File: src/include/dsf_pkg.sv
// Package of constants for the semaphore port controller
package dsf_pkg;
    localparam int          FLAG_COUNT   = 8;
    localparam int          INDEX_WIDTH  = 3;
    localparam int          ADDR_WIDTH   = 13;
    localparam int          DATA_WIDTH   = 8;
    localparam int          OWNED_BIT    = 0;
    localparam logic        FLAG_TAKE    = 1'b0;
    localparam logic        FLAG_FREE    = 1'b1;
    // Access phase lengths in ns and derived cycle counts at 40 MHz
    localparam int          CLK_PERIOD_NS   = 25;
    localparam int          SETUP_NS        = 25;
    localparam int          STROBE_NS       = 50;
    localparam int          RECOVER_NS      = 25;
    localparam logic [3:0]  SETUP_CYCLES    =
        4'((SETUP_NS + CLK_PERIOD_NS - 1) / CLK_PERIOD_NS);
    localparam logic [3:0]  STROBE_CYCLES   =
        4'((STROBE_NS + CLK_PERIOD_NS - 1) / CLK_PERIOD_NS);
    localparam logic [3:0]  RECOVER_CYCLES  =
        4'((RECOVER_NS + CLK_PERIOD_NS - 1) / CLK_PERIOD_NS);

    typedef enum logic [2:0] {
        DSF_IDLE    = 3'b000,
        DSF_SETUP   = 3'b001,
        DSF_STROBE  = 3'b011,
        DSF_RECOVER = 3'b010,
        DSF_INIT    = 3'b110
    } dsf_state_e;
endpackage : dsf_pkg

File: src/core/dsf_host.sv
// Host-side controller driving one port of a dual-port semaphore unit
//
// Contract
// RULE_01: Device has eight semaphore latches apart from the memory array.
// RULE_02: Semaphore select low plus address, output enable, read/write.
// RULE_03: Only the three lowest address bits pick the latch.
// RULE_04: Only data bit zero is taken on a semaphore write.
// RULE_05: Flags active low; write zero requests, write one releases.
// RULE_06: Zero to a free flag reads zero here, one on the other side.
// RULE_07: Owner writing one frees the flag unless the other side pends.
// RULE_08: Non-owner zero waits in its request latch until release.
// RULE_09: Pending request takes ownership at once on release.
// RULE_10: Read drives the flag onto every data bit.
// RULE_11: Read value latched while select and output enable stay active.
// RULE_12: Polling must drop select or output enable between reads.
// RULE_13: Request by writing zero first, then read back.
// RULE_14: Near-simultaneous requests grant one port, the earlier one.
// RULE_15: Exactly coincident requests still grant one port only.
// RULE_16: After failure keep re-reading or write one to withdraw.
// RULE_17: Software writes one to every latch from both ports at start.
// RULE_18: Port idles when array and semaphore selects are both high.
// RULE_19: Semaphores never stall memory or add wait states.
// RULE_20: Zero from non-owner leaves both read values unchanged.
// RULE_21: Asynchronous requests resolved by a mutual-exclusion element.
`timescale 1ns/10ps
`default_nettype none
module dsf_host (
    input  wire logic                       sys_clk,
    input  wire logic                       reset,
    input  wire logic                       cmdValid,
    output logic                            cmdReady,
    input  wire logic                       cmdWrite,
    input  wire logic [2:0]                 cmdIndex,
    input  wire logic                       cmdValue,
    input  wire logic                       initStart,
    output logic                            initBusy,
    output logic                            rspValid,
    output logic                            rspOwned,
    output logic                            chipSelectN,
    output logic                            semaphore_select_n,
    output logic                            outputEnableN,
    output logic                            readWriteN,
    output logic [dsf_pkg::ADDR_WIDTH-1:0]  address,
    input  wire logic [dsf_pkg::DATA_WIDTH-1:0] dataIn,
    output logic [dsf_pkg::DATA_WIDTH-1:0]  dataOut,
    output logic                            dataOutEn
);
    dsf_pkg::dsf_state_e state;
    dsf_pkg::dsf_state_e next_state;
    logic [3:0] count;
    logic [3:0] next_count;
    logic       isWrite;
    logic       next_isWrite;
    logic       isInit;
    logic       next_isInit;
    logic [2:0] index;
    logic [2:0] next_index;
    logic       value;
    logic       next_value;
    logic       next_rspValid;
    logic       next_rspOwned;

    // Expands the written bit to a full data byte
    function automatic logic [dsf_pkg::DATA_WIDTH-1:0] spread(
        input logic bitValue);
        spread = {dsf_pkg::DATA_WIDTH{bitValue}};
    endfunction : spread

    always_comb begin
        next_state    = state;
        next_count    = count;
        next_isWrite  = isWrite;
        next_isInit   = isInit;
        next_index    = index;
        next_value    = value;
        next_rspValid = 1'b0;
        next_rspOwned = rspOwned;
        case (state)
            dsf_pkg::DSF_IDLE: begin
                if (initStart) begin
                    // Free every latch from this port at start  // see RULE_17
                    next_isInit  = 1'b1;
                    next_isWrite = 1'b1;
                    next_index   = 3'h0;
                    next_value   = dsf_pkg::FLAG_FREE;
                    next_count   = dsf_pkg::SETUP_CYCLES;
                    next_state   = dsf_pkg::DSF_SETUP;
                end else if (cmdValid) begin
                    next_isWrite = cmdWrite;
                    next_index   = cmdIndex;  // see RULE_03
                    next_value   = cmdValue;  // see RULE_05
                    next_count   = dsf_pkg::SETUP_CYCLES;
                    next_state   = dsf_pkg::DSF_SETUP;
                end
            end
            dsf_pkg::DSF_SETUP: begin
                if (count <= 4'h1) begin
                    next_count = dsf_pkg::STROBE_CYCLES;
                    next_state = dsf_pkg::DSF_STROBE;
                end else begin
                    next_count = count - 4'h1;
                end
            end
            dsf_pkg::DSF_STROBE: begin
                if (count <= 4'h1) begin
                    if (!isWrite) begin
                        // A zero on data bit zero means this port holds it
                        next_rspValid = 1'b1;  // see RULE_10
                        next_rspOwned =
                            (dataIn[dsf_pkg::OWNED_BIT] == dsf_pkg::FLAG_TAKE);
                    end else if (!isInit) begin
                        next_rspValid = 1'b1;
                        next_rspOwned = 1'b0;
                    end
                    next_count = dsf_pkg::RECOVER_CYCLES;
                    next_state = dsf_pkg::DSF_RECOVER;
                end else begin
                    next_count = count - 4'h1;
                end
            end
            dsf_pkg::DSF_RECOVER: begin
                // Selects go high between accesses  // see RULE_12
                if (count <= 4'h1) begin
                    if (isInit && index != 3'h7) begin
                        next_index = index + 3'h1;  // see RULE_01
                        next_count = dsf_pkg::SETUP_CYCLES;
                        next_state = dsf_pkg::DSF_SETUP;
                    end else begin
                        next_isInit = 1'b0;
                        next_state  = dsf_pkg::DSF_IDLE;
                    end
                end else begin
                    next_count = count - 4'h1;
                end
            end
            default: begin
                next_isInit = 1'b0;
                next_state  = dsf_pkg::DSF_IDLE;
            end
        endcase
    end

    always_ff @(posedge sys_clk) begin
        if (reset) begin
            state    <= dsf_pkg::DSF_IDLE;
            count    <= 4'h0;
            isWrite  <= 1'b0;
            isInit   <= 1'b0;
            index    <= 3'h0;
            value    <= 1'b1;
            rspValid <= 1'b0;
            rspOwned <= 1'b0;
        end else begin
            state    <= next_state;
            count    <= next_count;
            isWrite  <= next_isWrite;
            isInit   <= next_isInit;
            index    <= next_index;
            value    <= next_value;
            rspValid <= next_rspValid;
            rspOwned <= next_rspOwned;
        end
    end

    logic active;
    logic strobe;
    logic [dsf_pkg::DATA_WIDTH-1:0] next_dataOut;
    always_comb begin
        active       = (state == dsf_pkg::DSF_SETUP) ||
                       (state == dsf_pkg::DSF_STROBE);
        strobe       = (state == dsf_pkg::DSF_STROBE);
        // Data follows the value being launched, not the previous one
        next_dataOut = spread(next_value);  // see RULE_04
    end

    logic                           next_semN;
    logic                           next_oeN;
    logic                           next_rwN;
    logic                           next_doEn;
    logic [dsf_pkg::ADDR_WIDTH-1:0] next_address;
    always_comb begin
        // Array select held high so the port uses semaphore space only
        next_semN    = !(next_state == dsf_pkg::DSF_SETUP ||
                         next_state == dsf_pkg::DSF_STROBE);  // see RULE_02
        next_oeN     = !((next_state == dsf_pkg::DSF_SETUP ||
                          next_state == dsf_pkg::DSF_STROBE) &&
                         !next_isWrite);  // see RULE_11
        next_rwN     = !(next_state == dsf_pkg::DSF_STROBE && next_isWrite);
        next_doEn    = (next_state == dsf_pkg::DSF_SETUP ||
                        next_state == dsf_pkg::DSF_STROBE) && next_isWrite;
        next_address = {{(dsf_pkg::ADDR_WIDTH-3){1'b0}}, next_index};
    end

    always_ff @(posedge sys_clk) begin
        if (reset) begin
            chipSelectN        <= 1'b1;  // see RULE_18
            semaphore_select_n <= 1'b1;
            outputEnableN      <= 1'b1;
            readWriteN         <= 1'b1;
            dataOutEn          <= 1'b0;
            address            <= '0;
            dataOut            <= 8'hff;
        end else begin
            chipSelectN        <= 1'b1;
            semaphore_select_n <= next_semN;
            outputEnableN      <= next_oeN;
            readWriteN         <= next_rwN;
            dataOutEn          <= next_doEn;
            address            <= next_address;
            dataOut            <= next_dataOut;
        end
    end

    // Every access ends with selects high, so re-reads and withdrawals work
    // Caller retries by reading or frees by writing one  // see RULE_16
    // Request handshake; write-then-read is left to the caller  // see RULE_13
    always_comb begin
        cmdReady = (state == dsf_pkg::DSF_IDLE) && !initStart;
        initBusy = isInit || (active && strobe && isInit);
    end
endmodule : dsf_host
`default_nettype wire

File: config.mk
export PLATFORM = sky130hd
export DESIGN_NAME = dsf_host
export DESIGN_NICKNAME = d
export VERILOG_FILES = /design/src/include/dsf_pkg.sv /design/src/core/dsf_host.sv
export SDC_FILE = /design/constraint.sdc
export NUM_CORES = 1
export LEC_CHECK = 0
export BUFFER_PORTS_ARGS = -buffer_cell sky130_fd_sc_hd__buf_4
export CAP_MARGIN = 10
export CORE_MARGIN = 3
export CORE_UTILIZATION = 25
export DETAILED_ROUTE_END_ITERATION = 8
export PLACE_DENSITY = 0.54
export SLEW_MARGIN = 10
export SYNTH_ARGS = -nofsm -noshare
export SYNTH_HDL_FRONTEND = slang
export SYNTH_SLANG_ARGS = --single-unit
File: constraint.sdc
create_clock -name sys_clk -period 4.29 [get_ports sys_clk]
set_input_delay 0.858 -clock sys_clk [delete_from_list [all_inputs] [get_ports sys_clk]]
set_output_delay 0.858 -clock sys_clk [all_outputs]
set_load 0.01 [all_outputs]
Word level (Yosys, flattened, before mapping)

Index checks and enable logic that the tools add are counted.

Reductions and logical operators: 22
$add $sub $neg: 2
Equality and inequality tests: 12
Magnitude comparators: 1
Muxes and demuxes: 33
Bitwise logic cells: 4

Operators with widths:

| operator                                                                         | count |
|---|---|
| 3-bit 2-to-1 mux                                                                 | 9 |
| 4-bit 2-to-1 mux                                                                 | 6 |
| 4-bit case mux with 4 select lines                                               | 1 |
| 1-bit 2-to-1 mux                                                                 | 14 |
| 3-bit case mux with 4 select lines                                               | 1 |
| 3-bit by 2-bit equality test with 1-bit output, second input constant            | 3 |
| 3-bit != test, second input constant                                             | 3 |
| 2-bit != test, second input constant                                             | 4 |
| 1-bit logical AND                                                                | 7 |
| 3-bit by 1-bit equality test with 1-bit output, second input constant            | 2 |
| 3-bit case mux with 2 select lines                                               | 1 |
| 3-bit AND reduction                                                              | 2 |
| 1-bit logical NOT                                                                | 5 |
| 4-bit by 1-bit less-or-equal comparator with 1-bit output, second input constant | 1 |
| 1-bit inverter                                                                   | 4 |
| 4-bit AND reduction                                                              | 1 |
| 4-bit nonzero test                                                               | 1 |
| 4-bit by 1-bit subtractor with 4-bit output, second input constant               | 1 |
| 3-bit by 1-bit adder with 3-bit output, second input constant                    | 1 |
| 3-bit logical NOT                                                                | 1 |
| 1-bit logical OR                                                                 | 3 |
| 1-bit case mux with 3 select lines                                               | 1 |
| 3-bit OR reduction                                                               | 1 |
| 2-bit OR reduction                                                               | 1 |

Bits in registers: 30
Output and inout port bits: 30
Logic and storage cells: 88
Input bits: 17

Depth between registers and ports, before layout

Gate-level depths: netlist of run 1.

Depth after elaboration: 9
Mapped depth: 7
Gate-level depth less buffers: 7

Least setup slack after synthesis of run 1

OpenSTA, ideal clock, no wires.

Path type: input port to output port
Start point: input initStart
End point: output cmdReady
Setup slack: 2324 ps
Arrival time: 1108 ps
Buffers on the path: 0
Data required time: 3432 ps
Cell stages on the path: 2
Cell sequence: nand2b_1 inv_1

Word-level cells in the longest chain between the ends: 2

RTL lines:

| element           | line            | source |
|---|---|---|
| start, declared   | dsf_host.sv:35  | `input wire logic initStart,` |
| 1-bit logical NOT | dsf_host.sv:218 | `cmdReady = (state == dsf_pkg::DSF_IDLE) && !initStart;` |
| 1-bit logical AND | dsf_host.sv:218 |  |
| end, declared     | dsf_host.sv:31  | `output logic cmdReady,` |

No other way between the ends.

Worst setup path after layout of run 1

Ends and elaborated chain as after synthesis.

==> run_results.csv, run 1 <==
group,metric,value,unit
logic_synthesis,synth_area_leader_cell,"dfxtp_1",
sta,fmaxAchievable,445,MHz
drt,post_drt_wl_per_cell,11.7,um
critical_path,crit_path_frequent_cell,"buf_4",
global_route,grt_usage,9.03,%
floorplan,number_of_primary_i_o_pins,47,
critical_path,critical_path.top_delay_family,"buffers and inverters",
logic_synthesis,post_synth_mux_area_share,0,%
critical_path,worstPathArrival,1.39,ns
floorplan,floorplan.die.height,73.9,um
cts,post_cts_hold_buffer_count,0,
cells_and_area,design.final.nets,177,
global_route,gr-usage-met2,11.7,%
logic_synthesis,synth.yosys.warnings,0,
sta,clock_skew,0.0103,ns
sta,worst_slew_margin_rel,50.3,%
global_route,grt_pass1_vias,795,
critical_path,slowest_stage,"nand2b_1",
logic_synthesis,post_synth_xor_area_fraction,0.761,%
sta,fin_worst_hold_slack,0.481,ns
floorplan,floorplan.die_area,5450,um2
critical_path,required_time_at_the_endpoint_of_the_critical_path,3.43,ns
critical_path,timing.critical_path.fanout_max,6,
critical_path,worst_path_largest_cell_delay,0.19,ns
logic_synthesis,synth_top_family_by_area,"simple AND/OR/NAND/NOR gates",
sta,final_min_period_over_clock_period,52.4,%
placement,dp_hpwl,1830,um
global_route,grt.busiest_layer,"met1",
logic_synthesis,synth.top_cell.area_share,33.0,%
global_route,grt_pass1_wl,3910,um
sta,tightestPinTransition,0.743,ns
logic_synthesis,post-synth-top-count-cell,"buf_4",
placement,dpl_ws,2.04,ns
sta,post-route-worst-setup-slack,2.04,ns
sta,setup-violations-final,0,
min_path,min-delay-path-class,"flip-flop to flip-flop",
logic_synthesis,synth_enable_flop_cells,0,
cts,post_cts.resized_instances,0,
drt,drt_wl_total,2420,um
global_route,grt_overflow_total,0,
cts,clock_insertion_delay_worst_skew,0.26,ns
floorplan,die_extent_in_x,73.9,um
pwr,cellPowerDensity,303,nW/um2
critical_path,r2r_setup_slk,2.20,ns
logic_synthesis,synth_simple_gate_area_share,22.1,%
pwr,power_leakage,0.550,nW
logic_synthesis,post_synth.cell_area_avg,8.34,um2
sta,slew_violations,0,
drt,drtIter0Drc,67,
sta,fin_crit,2.25,ns
global_route,grt_start_max_net_pins,13,
global_route,grt_util_met3,3.56,%
sta,setup_total_negative_slack,0,ns
run_status,run_status,"finished clean",
logic_synthesis,synth-compound-area-share,19.1,%
critical_path,critical_path.cell_chain,"buf_4 -> nand2b_1 -> inv_1 -> buf_4",
critical_path,worstSetupEndpointType,"output pin",
drt,drt.antenna.violating_nets,0,
cells_and_area,finished_cell_area,1310,um2
logic_synthesis,async_reset_ff_share,0,%
cts,cts_post_setup_buffers_inserted,0,
cells_and_area,insertedDiodeCount,0,
cts,tritoncts_num_sinks,19,
drt,drtPass1Iterations,4,
cells_and_area,share_of_post_route_cells_with_drive_strength_above_1,25.8,%
run,timing.max_cap.violations,0,
global_route,grtUsageMet1,13.7,%
cts,ctsRootBufferMaster,"clkbuf_8",
global_route,number_of_antenna_violations_at_the_first_check_in_global_routing,0,
logic_synthesis,synth_fa_ha_area_share,4.35,%
cts,clk_pin_slew,0.08,ns
placement,placement.io_buffers,28,
logic_synthesis,synth_cell_type_count,41,
cts,ctsHtreeMaxLevel,1,
floorplan,effective_utilization_at_floorplan,26.1,%
cts,clock_tree_from_tritoncts,"done",
logic_synthesis,synth_sequential_area_ratio,33.0,%
floorplan,core_area,4410,um2
logic_synthesis,synthesis.instances,138,
placement,gp_congestion,0.811,
pwr,irDropWorstVdd,0.0986,mV
logic_synthesis,yosys_most_used_dff,"dfxtp_1",
drt,route.detailed.vias_per_inst,4.58,
sta,rsz0062_at_grt,"false",
logic_synthesis,syn-cell-area,1150,um2
drt,num_vias,949,
logic_synthesis,synth-seq-cells,19,
critical_path,crit_path_start_kind,"input pin",
floorplan,placement_rows,24,
critical_path,worstSetupPathType,"input pin to output pin",
critical_path,worstPathBufferInverterCount,3,
cells_and_area,area.growth.synth_to_final,14.1,%
cts,cts_buffers,3,
cts,clock_path_buffers,2,
drt,post-route-drc-count,0,
placement,placed_area,1270,um2
logic_synthesis,synth_common_cells,"20 x buf_4, 19 x dfxtp_1, 11 x nor2_1",
sta,timing_hold_violations_final,0,
logic_synthesis,synthTopCellsByArea,"dfxtp_1 33%, buf_4 13%, ha_1 4.3%",
## state kept, by name, indices dropped and copies added, names as in the netlist
| signal | cells |
|---|---|
| outputEnableN | 1 |
| rspOwned | 1 |
| state | 3 |
| semaphore_select_n | 1 |
| address | 3 |
| count | 4 |
| dataOut | 1 |
| readWriteN | 1 |
| dataOutEn | 1 |
| rspValid | 1 |
| isInit | 1 |
| isWrite | 1 |
## worst min-delay path, delay by kind of cell, from the launching register on
family	cells	cell delay, ns
compound gates	2	0.12
flops	1	0.32
## cells by family after synthesis
logic type	after synthesis
AO/OA/AOI/OAI	33
XOR/XNOR	1
adder cells (fa/ha/maj)	4
buffers and inverters	34
flip-flops	19
other	2
AND/OR/NAND/NOR	45
## path summary, 6_finish.rpt
path / startpoint / to / cells past startpoint
max reg2reg: state[1] / address[1] / 4
min: rspOwned / rspOwned / 2
min reg2reg: rspOwned / rspOwned / 2
max: initStart / cmdReady / 4
## metal layers
metal,routed length [um],vias up
li1,-,497
met1,1140,419
met2,1060,31
met3,211,2
met4,11,0
met5,0,-
## power by group
group	total [mW]	internal (mW)	switching, mW
registers	0.195	0.185	0.0102
clock network	0.126	0.0646	0.0616
logic	0.0760	0.0339	0.0420
## final cells by class
type                            instances  area [um2]
Inverter                                9        33.8
Timing Repair Buffer                   28         210
Fill cell                             480        3100
Multi-Input combinational cell         95         578
Clock inverter                          1        5.00
Sequential cell                        19         380
Tap cell                               52        65.1
Clock buffer                            3        41.3
## placed cells by master (no fill, tap or decap), drive strengths merged, types with 4 or more instances in the layout
| master | instances |
|---|---|
| or2 | 4 |
| nor2 | 12 |
| inv | 9 |
| nand2 | 7 |
| buf | 28 |
| dfxtp | 19 |
| o21ai | 6 |
| ha | 4 |
| a21oi | 9 |
| nor3b | 4 |
| conb | 12 |
## metrics by stage
stage                     utilization [%]  instances  power, mW
after floorplan                         -        148      0.259
after global placement               28.7        203      0.275
after detailed placement             28.7        203      0.275
after CTS                            29.8        207      0.403
final                                29.8        207      0.398
after global routing                 29.8        207      0.422
Note: power is estimated with default switching activity, not from simulation.
==> inputs of run 2 (changes only) <==
--- a/config.mk
+++ b/config.mk
@@ -10,7 +10,7 @@
 export CORE_MARGIN = 3
 export CORE_UTILIZATION = 25
 export DETAILED_ROUTE_END_ITERATION = 8
-export PLACE_DENSITY = 0.54
+export PLACE_DENSITY = 0.56
 export SLEW_MARGIN = 10
 export SYNTH_ARGS = -nofsm -noshare
 export SYNTH_HDL_FRONTEND = slang
==> constraint.sdc (replaced) <==
create_clock -name sys_clk -period 1.95 [get_ports sys_clk]
set_input_delay 0.39 -clock sys_clk [delete_from_list [all_inputs] [get_ports sys_clk]]
set_output_delay 0.39 -clock sys_clk [all_outputs]
set_load 0.01 [all_outputs]
==> run_results.csv, run 2 (synthesized netlist as in run 1, its figures left out) <==
group,metric,value,unit
run_status,run_status,"finished clean",
critical_path,crit_path_start_kind,"flip-flop",
critical_path,timing.critical_path.fanout_max,5,
cts,tritoncts_num_sinks,19,
cts,cts_post_setup_buffers_inserted,0,
critical_path,r2r_setup_slk,0.13,ns
critical_path,worst_r2r_startpoint,"address[0]",
placement,placement.io_buffers,28,
drt,route.detailed.vias_per_inst,4.64,
cells_and_area,register_area,380,um2
cells_and_area,most-common-layout-cells,"32 x buf_4, 19 x dfxtp_1, 12 x conb_1",
sta,timing_hold_violations_final,0,
sta,setup-violations-final,0,
drt,drt.antenna.violating_nets,0,
sta,clock_skew,0.00530,ns
cells_and_area,area.growth.synth_to_final,18.3,%
sta,worst_slew_margin_rel,62.0,%
cells_and_area,registers.top_by_ff_count,"count",
pwr,irDropWorstVdd,0.257,mV
min_path,timing.hold.worst_path_depth,3,
floorplan,effective_utilization_at_floorplan,26.1,%
cells_and_area,design.final.nets,181,
cts,clock_path_buffers,2,
sta,fin_crit,1.82,ns
critical_path,ff2ff_path_depth,6,
critical_path,crit-reg2reg-capture,"count[0]",
cts,clock_tree_from_tritoncts,"done",
sta,rsz0062_at_grt,"false",
global_route,grt_pass1_vias,828,
cts,clk_pin_slew,0.07,ns
cells_and_area,filler_cell_count,479,
pwr,cellPowerDensity,657,nW/um2
drt,drtPass1Iterations,4,
global_route,grt_overflow_total,0,
cells_and_area,layout.cells.most_common,"buf_4",
global_route,number_of_antenna_violations_at_the_first_check_in_global_routing,0,
critical_path,required_time_at_the_endpoint_of_the_critical_path,2.12,ns
sta,final_min_period_over_clock_period,93.4,%
cells_and_area,multiInputGateArea,597,um2
cts,post_cts_hold_buffer_count,0,
drt,drt_wl_total,2570,um
cts,ctsHtreeMaxLevel,1,
cts,clock_insertion_delay_worst_skew,0.26,ns
min_path,hold_end,"dataOut[0]",
cells_and_area,largestRegisters,"count: 4 flops, address: 3 flops, state: 3 flops",
cells_and_area,insertedDiodeCount,0,
global_route,grt_start_max_net_pins,13,
placement,dp_hpwl,1880,um
sta,fmaxAchievable,549,MHz
critical_path,worstSetupEndpointType,"flip-flop",
floorplan,placement_rows,24,
drt,drtIter0Drc,70,
min_path,min-delay-path-class,"input pin to flip-flop",
run,timing.max_cap.violations,0,
cells_and_area,share_of_post_route_cells_with_drive_strength_above_1,28.3,%
min_path,min-delay-start,"cmdValue",
placement,placed_area,1300,um2
drt,num_vias,979,
sta,setup_total_negative_slack,0,ns
cts,cts_buffers,3,
global_route,grt_usage,9.48,%
pwr,power_leakage,0.571,nW
cells_and_area,finished_cell_area,1360,um2
sta,slew_violations,0,
drt,post_drt_wl_per_cell,12.2,um
sta,fin_worst_hold_slack,0.366,ns
drt,post-route-drc-count,0,
global_route,grt_pass1_wl,3970,um
critical_path,worstPathArrival,2.00,ns
floorplan,floorplan.die.height,73.9,um
floorplan,core_area,4410,um2
cells_and_area,largest_reg_flops,4,
critical_path,worstSetupPathType,"flip-flop to flip-flop",
floorplan,die_extent_in_x,73.9,um
pwr,finalPower,895,uW
floorplan,floorplan.die_area,5450,um2
sta,tightestPinTransition,0.565,ns
floorplan,number_of_primary_i_o_pins,47,
cts,ctsRootBufferMaster,"clkbuf_8",
placement,gp_congestion,0.822,
[run 2: changes by cell type in the layout (fill, tap and decap cells not counted)]
cell,change
a221oi_1,-1
a221oi_2,+1
buf_4,+4
clkbuf_1,+1
clkinv_2,-1
nor2_2,-1
nor2_4,+1
o32ai_1,-1
o32ai_2,+1
[run 2: per-stage QoR]
stage / instances / setup slack [ns] / utilization [%]
4_1_cts: 211 / 0.114 / 30.4
3_3_place_gp: 207 / 0.160 / 29.4
6_report: 211 / 0.129 / 30.8
3_5_place_dp: 207 / 0.141 / 29.4
5_1_grt: 211 / 0.0000451 / 30.8
2_1_floorplan: 148 / 0.207 / -
[run 2: cell type report]
type,instances,share of cell area [%]
well taps,52,4.78
flip-flops and latches,19,27.9
repair buffers,32,17.6
inverters,9,2.48
clock buffers,4,3.31
multi-input cells,95,43.8
[run 2: worst max-delay path, stage by stage, from the launching register on]
cell      delay [ns]
dfxtp_1         0.36
ha_1            0.23
ha_1            0.17
nand2b_1        0.21
nor4b_1         0.19
or2_2           0.32
a221oi_2        0.26
[run 2: what timing repair did]
action	in CTS	in global routing
setup endpoints to repair	0	2
hold endpoints to repair	0	0
resized for setup	0	3
[run 2: worst max path at each step]
stage	from	end	slack (ns)	depth (start not counted)
final	address[0]	count[0]	0.13	6
after global routing	address[0]	count[0]	0.00005	6
after CTS	address[0]	count[0]	0.11	6
after detailed placement	address[0]	count[0]	0.14	6
after global placement	address[0]	count[0]	0.16	6
after floorplan	address[0]	address[1]	0.21	6
[run 2: where the power goes]
part / total, mW / switching [mW] / internal (mW)
Combinational: 0.184 / 0.0976 / 0.0868
Clock: 0.279 / 0.134 / 0.146
Sequential: 0.431 / 0.0237 / 0.408
Total: 0.895 / 0.255 / 0.640
[run 2: per-layer routing]
metal	wire, um	global-route usage [%]
met1	1240	13.3
met2	1090	13.0
met3	191	3.15
met4	41	4.23
met5	0	0
